$ cat config.mk
export PLATFORM = sky130hd
export DESIGN_NAME = ebc_top
export DESIGN_NICKNAME = d
export VERILOG_FILES = /design/src/logic/ebc_top.v
export VERILOG_INCLUDE_DIRS = /design/src /design/src/logic
export SDC_FILE = /design/constraint.sdc
export NUM_CORES = 1
export LEC_CHECK = 0
export ABC_AREA = 1
export BUFFER_PORTS_ARGS = -buffer_cell sky130_fd_sc_hd__buf_4
export CAP_MARGIN = 15
export CORE_MARGIN = 2
export CORE_UTILIZATION = 35
export DETAILED_ROUTE_END_ITERATION = 10
export SYNTH_ARGS = -nofsm -noshare
export SYNTH_HDL_FRONTEND = slang
export SYNTH_SLANG_ARGS = --single-unit
$ cat constraint.sdc
create_clock -name clk -period 5.53 [get_ports clk]
set_clock_uncertainty 0.2 [all_clocks]
set_input_delay 0.553 -clock clk [delete_from_list [all_inputs] [get_ports clk]]
set_output_delay 0.553 -clock clk [all_outputs]
set_load 0.005 [all_outputs]
$ cat src/logic/ebc_map.vh
// Register map, field layout and timing constants of the external bus block
// Operation
// [RULE1] Wait states equal fifteen minus the cycle wait field.
// [RULE2] Command delay bit 0: command starts one half clock after latch falls; here S_DLY holds it back one full clock.
// [RULE3] Command delay bit 1: command starts with latch strobe falling edge.
// [RULE4] Tristate wait bit 0 adds one idle state; 1 adds none.
// [RULE5] Bus type field selects 8/16-bit, multiplexed or demultiplexed bus.
// [RULE6] Region 0 bus type loads from the data port during reset.
// [RULE7] Latch stretch bit 1 gives a lengthened address latch strobe.
// [RULE8] Cycles run only for active regions hitting their address window.
// [RULE9] Ready enable 1 ends cycles on ready; 0 uses wait field alone.
// [RULE10] Ready polarity 0 means active low, 1 means active high.
// [RULE11] Read select gate 1 asserts chip select only during read command.
// [RULE12] Write select gate 1 asserts chip select only during write command.
// [RULE13] Write config 0 makes write pins low and high byte write strobes.
// [RULE14] Select line count picks three, two, none or five chip selects.
// [RULE15] Segment line count picks four, none, eight or two segment bits.
// [RULE16] Clock ratio select sets CPU clock multiple of the oscillator.
// [RULE17] Clock ratio bits latch only on a long hardware reset.
// [RULE18] Config bits latch from upper data port on every reset.
// [RULE19] Without pull-downs the latch captures all ones.
// [RULE20] Reset configuration latch is read only.
// [RULE21] Region 0 resets to zero if external access high, else enabled.
// [RULE22] Upper eight bits of reset configuration latch read as zero.
`ifndef EBC_MAP_VH
`define EBC_MAP_VH
`define EBC_OFS_RCFG    16'hF108
`define EBC_OFS_CTL0    16'hFF0C
`define EBC_OFS_CTL1    16'hFF14
`define EBC_OFS_CTL2    16'hFF16
`define EBC_OFS_CTL3    16'hFF18
`define EBC_OFS_CTL4    16'hFF1A
`define EBC_F_WAIT_HI   3
`define EBC_F_WAIT_LO   0
`define EBC_B_CMDDLY    4
`define EBC_B_TRIST     5
`define EBC_F_TYPE_HI   7
`define EBC_F_TYPE_LO   6
`define EBC_B_STRETCH   9
`define EBC_B_ACTIVE    10
`define EBC_B_RDYEN     12
`define EBC_B_RDYPOL    13
`define EBC_B_RDGATE    14
`define EBC_B_WRGATE    15
`define EBC_CTL_MASK    16'hF6FF
`define EBC_CTL_RESET   16'h0000
`define EBC_WAIT_MAX    4'hF
`define EBC_B_WRC       0
`define EBC_F_CSS_HI    2
`define EBC_F_CSS_LO    1
`define EBC_F_SAL_HI    4
`define EBC_F_SAL_LO    3
`define EBC_F_CLK_HI    7
`define EBC_F_CLK_LO    5
`define EBC_RCFG_RESET  8'hFF
`define EBC_RCFG_PORT_LSB 8
`endif

$ cat src/logic/ebc_top.v
// External bus region control, reset configuration latch and cycle sequencer
//
// Our own choice: the plain strobed port.
`timescale 1ns/1ps
`include "ebc_map.vh"
module ebc_top #(
  parameter NREG = 5
) (
  input  wire        clk,
  input  wire        nrst,
  input  wire        long_reset,
  input  wire        ext_access_n,
  input  wire [15:0] data_port_in,
  input  wire [15:0] reg_addr,
  input  wire [15:0] reg_wdata,
  input  wire        reg_wr,
  input  wire        reg_rd,
  output reg  [15:0] reg_rdata,
  input  wire        acc_req,
  input  wire        acc_write,
  input  wire [4:0]  acc_hit,
  output wire        acc_ready,
  input  wire        ready_pin,
  output reg         latch_strobe,
  output reg         rd_n,
  output reg         wr_n,
  output reg         bhe_n,
  output reg  [4:0]  cs_n,
  output wire        wr_low_n,
  output wire        wr_high_n,
  output wire [4:0]  cs_enable,
  output wire [7:0]  seg_enable,
  output wire [2:0]  clock_ratio,
  output wire [1:0]  bus_type,
  output wire        bus_wide,
  output wire        bus_muxed
);
  localparam S_IDLE = 6'h01;
  localparam S_ALE  = 6'h02;
  localparam S_DLY  = 6'h04;
  localparam S_CMD  = 6'h08;
  localparam S_TRI  = 6'h10;
  localparam S_STR  = 6'h20;
  localparam RCFG_LSB = `EBC_RCFG_PORT_LSB;

  reg  [15:0]      ctl_q [0:NREG-1];
  reg  [7:0]       rcfg_q;
  reg              boot_q;
  reg  [15:0]      port_s1_q;
  reg  [15:0]      port_s2_q;
  reg              ea_s1_q;
  reg              ea_s2_q;
  reg              lr_s1_q;
  reg              lr_s2_q;
  reg              rdy_s1_q;
  reg              rdy_s2_q;
  reg  [5:0]       state_q;
  reg  [5:0]       state_d;
  reg  [3:0]       cnt_q;
  reg  [3:0]       cnt_d;
  reg  [2:0]       sel_q;
  reg              wr_q;
  reg  [15:0]      cur;
  reg  [2:0]       hit_idx;
  reg              hit_any;
  reg  [2:0]       sel_d;
  reg              wr_d;
  reg  [15:0]      nxt;
  reg  [4:0]       cs_d;
  reg  [4:0]       cs_en_d;
  reg  [7:0]       seg_en_d;
  integer          i;
  integer          k;
  wire             rdy_active;
  wire             cmd_on;
  wire             gate_on;

  // Strap synchronisers run through reset; clearing them would make the
  // boot capture see zeros instead of the settled pins
  always @(posedge clk) begin
    port_s1_q <= data_port_in;
    port_s2_q <= port_s1_q;
    ea_s1_q   <= ext_access_n;
    ea_s2_q   <= ea_s1_q;
    lr_s1_q   <= long_reset;
    lr_s2_q   <= lr_s1_q;
  end

  // Ready synchroniser; costs two cycles before a cycle can end
  always @(posedge clk or negedge nrst) begin
    if (!nrst) begin
      rdy_s1_q <= 1'b0;
      rdy_s2_q <= 1'b0;
    end else begin
      rdy_s1_q <= ready_pin;
      rdy_s2_q <= rdy_s1_q;
    end
  end

  // Straps are caught on the first clocked cycle after release
  always @(posedge clk or negedge nrst) begin
    if (!nrst) begin
      boot_q <= 1'b1;
    end else begin
      boot_q <= 1'b0;
    end
  end

  // Latch lives across short resets, so its clock field keeps its value
  always @(posedge clk) begin
    if (boot_q) begin
      rcfg_q[`EBC_F_SAL_HI:`EBC_B_WRC] <= // [RULE19]
        port_s2_q[`EBC_F_SAL_HI+RCFG_LSB:`EBC_B_WRC+RCFG_LSB]; // [RULE18]
      if (lr_s2_q) begin // [RULE17]
        rcfg_q[`EBC_F_CLK_HI:`EBC_F_CLK_LO] <=
          port_s2_q[`EBC_F_CLK_HI+RCFG_LSB:`EBC_F_CLK_LO+RCFG_LSB];
      end
    end
  end

  // Control registers
  always @(posedge clk or negedge nrst) begin
    if (!nrst) begin
      for (i = 0; i < NREG; i = i + 1) begin
        ctl_q[i] <= `EBC_CTL_RESET;
      end
    end else if (boot_q) begin
      ctl_q[0] <= `EBC_CTL_RESET; // [RULE21]
      if (!ea_s2_q) begin
        ctl_q[0][`EBC_B_ACTIVE]  <= 1'b1; // [RULE21]
        ctl_q[0][`EBC_B_STRETCH] <= 1'b1;
        ctl_q[0][`EBC_F_TYPE_HI:`EBC_F_TYPE_LO] <=
          port_s2_q[`EBC_F_TYPE_HI:`EBC_F_TYPE_LO]; // [RULE6]
      end
    end else if (reg_wr) begin
      case (reg_addr)
        `EBC_OFS_CTL0: ctl_q[0] <= reg_wdata & `EBC_CTL_MASK;
        `EBC_OFS_CTL1: ctl_q[1] <= reg_wdata & `EBC_CTL_MASK;
        `EBC_OFS_CTL2: ctl_q[2] <= reg_wdata & `EBC_CTL_MASK;
        `EBC_OFS_CTL3: ctl_q[3] <= reg_wdata & `EBC_CTL_MASK;
        `EBC_OFS_CTL4: ctl_q[4] <= reg_wdata & `EBC_CTL_MASK;
        default: ;
      endcase
    end
  end

  // Read port; the reset latch ignores writes
  always @(posedge clk or negedge nrst) begin
    if (!nrst) begin
      reg_rdata <= 16'h0000;
    end else if (reg_rd) begin
      case (reg_addr)
        `EBC_OFS_RCFG: reg_rdata <= {8'h00, rcfg_q}; // [RULE20] [RULE22]
        `EBC_OFS_CTL0: reg_rdata <= ctl_q[0];
        `EBC_OFS_CTL1: reg_rdata <= ctl_q[1];
        `EBC_OFS_CTL2: reg_rdata <= ctl_q[2];
        `EBC_OFS_CTL3: reg_rdata <= ctl_q[3];
        `EBC_OFS_CTL4: reg_rdata <= ctl_q[4];
        default:       reg_rdata <= 16'h0000;
      endcase
    end else begin
      reg_rdata <= 16'h0000;
    end
  end

  // Decoded reset configuration
  assign wr_low_n  = rcfg_q[`EBC_B_WRC] ? 1'b1 : wr_n; // [RULE13]
  assign wr_high_n = rcfg_q[`EBC_B_WRC] ? 1'b1 : (wr_n | bhe_n); // [RULE13]
  // Unknown latch contents before the first boot fall to the widest case
  always @* begin
    case (rcfg_q[`EBC_F_CSS_HI:`EBC_F_CSS_LO])
      2'b00:   cs_en_d = 5'h07; // [RULE14]
      2'b01:   cs_en_d = 5'h03;
      2'b10:   cs_en_d = 5'h00;
      default: cs_en_d = 5'h1F;
    endcase
  end
  assign cs_enable = cs_en_d;

  always @* begin
    case (rcfg_q[`EBC_F_SAL_HI:`EBC_F_SAL_LO])
      2'b00:   seg_en_d = 8'h0F; // [RULE15]
      2'b01:   seg_en_d = 8'h00;
      2'b10:   seg_en_d = 8'hFF;
      default: seg_en_d = 8'h03;
    endcase
  end
  assign seg_enable = seg_en_d;

  // PLL lives outside; it decodes this code as the oscillator multiple
  assign clock_ratio = rcfg_q[`EBC_F_CLK_HI:`EBC_F_CLK_LO]; // [RULE16]

  // Region select: lowest active hit wins
  always @* begin
    hit_idx = 3'h0;
    hit_any = 1'b0;
    for (k = NREG - 1; k >= 0; k = k - 1) begin
      if (acc_hit[k] && ctl_q[k][`EBC_B_ACTIVE]) begin // [RULE8]
        hit_idx = k[2:0];
        hit_any = 1'b1;
      end
    end
  end

  always @* begin
    cur = ctl_q[sel_q];
  end

  // Region and direction of the cycle being launched; the registered
  // copies follow one edge later, too late for the first strobe
  always @* begin
    sel_d = sel_q;
    wr_d  = wr_q;
    if (state_q == S_IDLE && state_d == S_ALE) begin
      sel_d = hit_idx;
      wr_d  = acc_write;
    end
    nxt = ctl_q[sel_d];
  end

  assign bus_type  = cur[`EBC_F_TYPE_HI:`EBC_F_TYPE_LO]; // [RULE5]
  assign bus_wide  = bus_type[1];
  assign bus_muxed = bus_type[0];
  assign rdy_active = rdy_s2_q == cur[`EBC_B_RDYPOL]; // [RULE10]
  assign acc_ready = (state_q == S_IDLE) & ~boot_q;
  assign cmd_on = (state_d == S_CMD);
  assign gate_on = wr_d ? nxt[`EBC_B_WRGATE] : nxt[`EBC_B_RDGATE];

  // Cycle sequencer; one state is one clock period
  always @* begin
    state_d = state_q;
    cnt_d   = cnt_q;
    case (state_q)
      S_IDLE: begin
        if (acc_req && hit_any && !boot_q) begin
          state_d = S_ALE;
        end
      end
      S_ALE: begin
        if (cur[`EBC_B_STRETCH]) begin
          state_d = S_STR; // [RULE7]
        end else if (cur[`EBC_B_CMDDLY]) begin
          state_d = S_CMD; // [RULE3]
        end else begin
          state_d = S_DLY; // [RULE2]
        end
        cnt_d = `EBC_WAIT_MAX - cur[`EBC_F_WAIT_HI:`EBC_F_WAIT_LO]; // [RULE1]
      end
      S_STR: begin
        state_d = cur[`EBC_B_CMDDLY] ? S_CMD : S_DLY;
      end
      S_DLY: begin
        state_d = S_CMD;
      end
      S_CMD: begin
        if (cur[`EBC_B_RDYEN]) begin
          if (rdy_active) begin // [RULE9]
            state_d = cur[`EBC_B_TRIST] ? S_IDLE : S_TRI; // [RULE4]
          end
        end else if (cnt_q == 4'h0) begin
          state_d = cur[`EBC_B_TRIST] ? S_IDLE : S_TRI; // [RULE4]
        end else begin
          cnt_d = cnt_q - 4'h1;
        end
      end
      S_TRI: begin
        state_d = S_IDLE;
      end
      default: state_d = S_IDLE;
    endcase
  end

  always @(posedge clk or negedge nrst) begin
    if (!nrst) begin
      state_q      <= S_IDLE;
      cnt_q        <= 4'h0;
      sel_q        <= 3'h0;
      wr_q         <= 1'b0;
    end else begin
      state_q <= state_d;
      cnt_q   <= cnt_d;
      sel_q   <= sel_d;
      wr_q    <= wr_d;
    end
  end

  // Chip selects; lines the straps leave unused never go low
  always @* begin
    cs_d = 5'h1F;
    if (state_d != S_IDLE && state_d != S_TRI) begin
      if (gate_on) begin
        cs_d[sel_d] = ~cmd_on; // [RULE11] [RULE12]
      end else begin
        cs_d[sel_d] = 1'b0;
      end
    end
    cs_d = cs_d | ~cs_en_d; // [RULE14]
  end

  // Bus pins are registered so they leave free of decode glitches
  always @(posedge clk or negedge nrst) begin
    if (!nrst) begin
      latch_strobe <= 1'b0;
      rd_n         <= 1'b1;
      wr_n         <= 1'b1;
      bhe_n        <= 1'b1;
      cs_n         <= 5'h1F;
    end else begin
      latch_strobe <= (state_d == S_ALE) | (state_d == S_STR); // [RULE7]
      rd_n         <= ~(cmd_on & ~wr_d); // [RULE2] [RULE3]
      wr_n         <= ~(cmd_on & wr_d);
      bhe_n        <= ~((state_d != S_IDLE) & nxt[`EBC_F_TYPE_HI]);
      cs_n         <= cs_d;
    end
  end
endmodule // ebc_top

==> flow_metrics.env <==
export IMPL_status="completed"
export IMPL_synth_top_area_cell="dfrtp_1"
export IMPL_drive_gt1_frac=0.195
export IMPL_port_buffers=101
export IMPL_clk_path_buf_depth=2
export IMPL_timing_final_max_slew_violations=0
export IMPL_via_per_inst=5.04
export IMPL_cp_startpoint="sel_q[1]"
export IMPL_ctsResizeCount=0
export IMPL_synth_compound_area_frac=0.151
export IMPL_drc=0
export IMPL_p_per_area_nw_per_um2=348
export IMPL_wl_microns=19000
export IMPL_clock_latency_ps=430
export IMPL_p_int_mw=2.02
export IMPL_gp_congestion=0.890
export IMPL_synth_cells=789
export IMPL_ios=110
export IMPL_die_area_sq_um=20100
export IMPL_synth_xor_area_share=0.00132
export IMPL_hold_path_class="in2reg"
export IMPL_switching_share=0.282
export IMPL_ys_types=45
export IMPL_cts_tree="built"
export IMPL_final_cells=1125
export IMPL_wire_per_inst_microns=16.9
export IMPL_antenna_found_initial=0
export IMPL_postCtsHoldBufs=0
export IMPL_rrSetupSlack_ps=2740
export IMPL_max_freq_mhz=305
export IMPL_power_frac_clock=0.430
export IMPL_final_nets=943
export IMPL_grt_pass1_vias=5554
export IMPL_dr_total_vias=5673
export IMPL_pwr_share_seq=0.403
export IMPL_holdWs_ps=23.9
export IMPL_setup_tns_ps=0
export IMPL_synth_simple_area_share=0.214
export IMPL_r2r_cells=13
export IMPL_path_class="reg2out"
export IMPL_grt_max_degree=74
export IMPL_synthesis_area_sq_um=6630
export IMPL_syn_avg_cell_area_sq_um=8.40
export IMPL_synthMuxAreaShare=0
export IMPL_die_w_microns=142
export IMPL_startpoint_type="register"
export IMPL_r2r_start="sel_q[1]"
export IMPL_p_leak_nw=3.77
export IMPL_grtUsageTotal=0.196
export IMPL_slew_headroom=0.370
export IMPL_synthAdderAreaFrac=0.00566
export IMPL_dp_hpwl_microns=13100
export IMPL_first_iter_violations=490
export IMPL_crit_path_max_fanout=13
export IMPL_synth_area_leaders="dfrtp_1 38%, nand2_1 9.6%, o21ai_0 7.7%"
export IMPL_rsz0062_at_grt="no"
export IMPL_endpoint_kind="output pin"
export IMPL_grt_ovfl_total=0
export IMPL_setup_viol_count_final=0
export IMPL_worstPathRequired_ps=4780
export IMPL_synth_top_cell_area_share=0.381
export IMPL_ys_ff_latch=143
export IMPL_diodes=0
export IMPL_ys_warn_count=0
export IMPL_fp_coreArea_sq_um=18600
export IMPL_clkTransAtPathRegs_ps=60
export IMPL_r2r_end="cs_n[0]"
export IMPL_clock_sinks=143
export IMPL_synth_seq_area_share=0.530
export IMPL_dr_pass1_iters=5
export IMPL_switching_power_mw=0.796
export IMPL_ant_nets=0
export IMPL_grt_pass1_wl_microns=29900
export IMPL_numCtsBuffers=17
export IMPL_post_route_period_util=0.592
export IMPL_fp_dieH_microns=142
export IMPL_post_cts_setup_buffers=0
export IMPL_worstMarginPinSlew_ps=945
export IMPL_power_total_mw=2.82
export IMPL_rows=50
export IMPL_cap_violations=0
export IMPL_ir_worst_vdd_uv=226
export IMPL_htreeDepth=4
export IMPL_combPwrFrac=0.168
export IMPL_arrival_ps=2520
export IMPL_fin_crit_ps=3270
export IMPL_start_util=0.356
export IMPL_dpl_cell_count=1093
export IMPL_crit_path_end="bus_type[1]"
export IMPL_synth_top_family_by_area="simple AND/OR/NAND/NOR gates"
export IMPL_cts_root_buf="clkbuf_16"
export IMPL_area_growth_pct=22.4
export IMPL_hold_viol=0
cells by family after synthesis:
logic type	Yosys count
adder cells (fa/ha/maj)	3
flip-flops	143
XOR/XNOR	1
AND/OR/NAND/NOR	308
AO/OA/AOI/OAI	182
buffers and inverters	151
other	1
final cells by class:
cell class | count | area [sq um]
timing repair buffer | 103 | 773
clock buffer | 19 | 433
tap | 234 | 293
sequential | 143 | 3510
clock inverter | 13 | 188
multi-input combinational | 496 | 2480
fill | 1875 | 10500
inverter | 117 | 439
metal layers:
| metal | global-route usage | routed length, microns | vias to the layer above |
|---|---|---|---|
| met3 | 0.0395 | 1330 | 26 |
| met1 | 0.266 | 8300 | 2679 |
| met2 | 0.315 | 8990 | 199 |
| met4 | 0.0679 | 343 | 0 |
| met5 | 0 | 0 | - |
| li1 | - | - | 2769 |
worst min-delay path by stage:
stage                     depth (start not counted)            end        startpoint
after floorplan                                   0       cnt_q[0]              nrst
after global placement                            0  port_s2_q[15]     port_s1_q[15]
after detailed placement                          0  port_s2_q[10]     port_s1_q[10]
after CTS                                         1        lr_s1_q        long_reset
after global routing                              1  port_s1_q[15]  data_port_in[15]
final                                             1        lr_s1_q        long_reset
layout by cell type, fill, tap and decap left out, types with 2 or more instances in the layout:
cell	count
clkbuf_16	17
or2_2	4
dfxtp_1	24
ha_1	3
inv_6	2
clkinvlp_4	3
nand2_2	6
o21ai_1	3
clkinv_2	2
nand2_1	169
nor3_1	13
bufinv_16	4
dfrtp_1	101
nor2_2	3
nor2_1	43
nand3_4	2
inv_2	3
nand4_1	11
buf_4	103
inv_1	113
clkbuf_1	2
o21ai_0	102
o221ai_1	2
a221oi_1	2
a211oi_1	2
o22ai_1	29
clkinv_4	2
a21oi_1	24
dfstp_2	10
nor2_4	3
nand3_1	43
nand2_4	4
conb_1	2
a31oi_1	9
edfxtp_1	8
o211ai_1	5
Yosys cell counts, drive strengths merged:
| library cell | instances |
|---|---|
| clkbuf | 12 |
| o221ai | 2 |
| o2111ai | 1 |
| clkinv | 1 |
| nor4 | 1 |
| o21ai | 106 |
| dfstp | 10 |
| nor3 | 15 |
| nand2 | 179 |
| nand4 | 12 |
| dfrtp | 101 |
| a31oi | 9 |
| buf | 22 |
| a21oi | 24 |
| conb | 1 |
| a21boi | 1 |
| nand3 | 46 |
| and2 | 1 |
| dfxtp | 24 |
| ha | 3 |
| a221oi | 2 |
| nor2 | 50 |
| a22oi | 1 |
| edfxtp | 8 |
| o211ai | 5 |
| or2 | 4 |
| o22ai | 29 |
| inv | 116 |
| a211oi | 2 |
| xor2 | 1 |
power groups by stage:
stage,sequential (mW),clock (mW),combinational (mW)
after floorplan,1.15,0,0.322
after global placement,1.15,0,0.460
after detailed placement,1.16,0,0.467
after CTS,1.14,1.23,0.468
after global routing,1.14,1.28,0.525
final,1.14,1.21,0.473
critical path, cell delays in order, from the launching register on:
cell and delay (ps):
dfrtp_1 720, inv_1 420, a21oi_1 200, o21ai_0 100, a31oi_1 440, buf_4 210
registers in the layout, summed over array words and instances, names as in the netlist, 3 cells and up:
name / count
cnt_q: 4
cs_n: 5
ctl_q: 70
port_s1_q: 10
port_s2_q: 10
rcfg_q: 8
reg_rdata: 15
sel_q: 3
state_q: 6
stage by stage:
| step | setup slack (ps) | cell area [sq um] | utilization |
|---|---|---|---|
| 4_1_cts | 2340 | 8120 | 0.435 |
| 5_1_grt | 2140 | 8120 | 0.435 |
| 3_5_place_dp | 2160 | 7490 | 0.402 |
| 3_3_place_gp | 2270 | 7490 | 0.402 |
| 6_report | 2260 | 8120 | 0.435 |
| 2_1_floorplan | 3240 | 6630 | - |
Power figures use the tool's default switching activity.
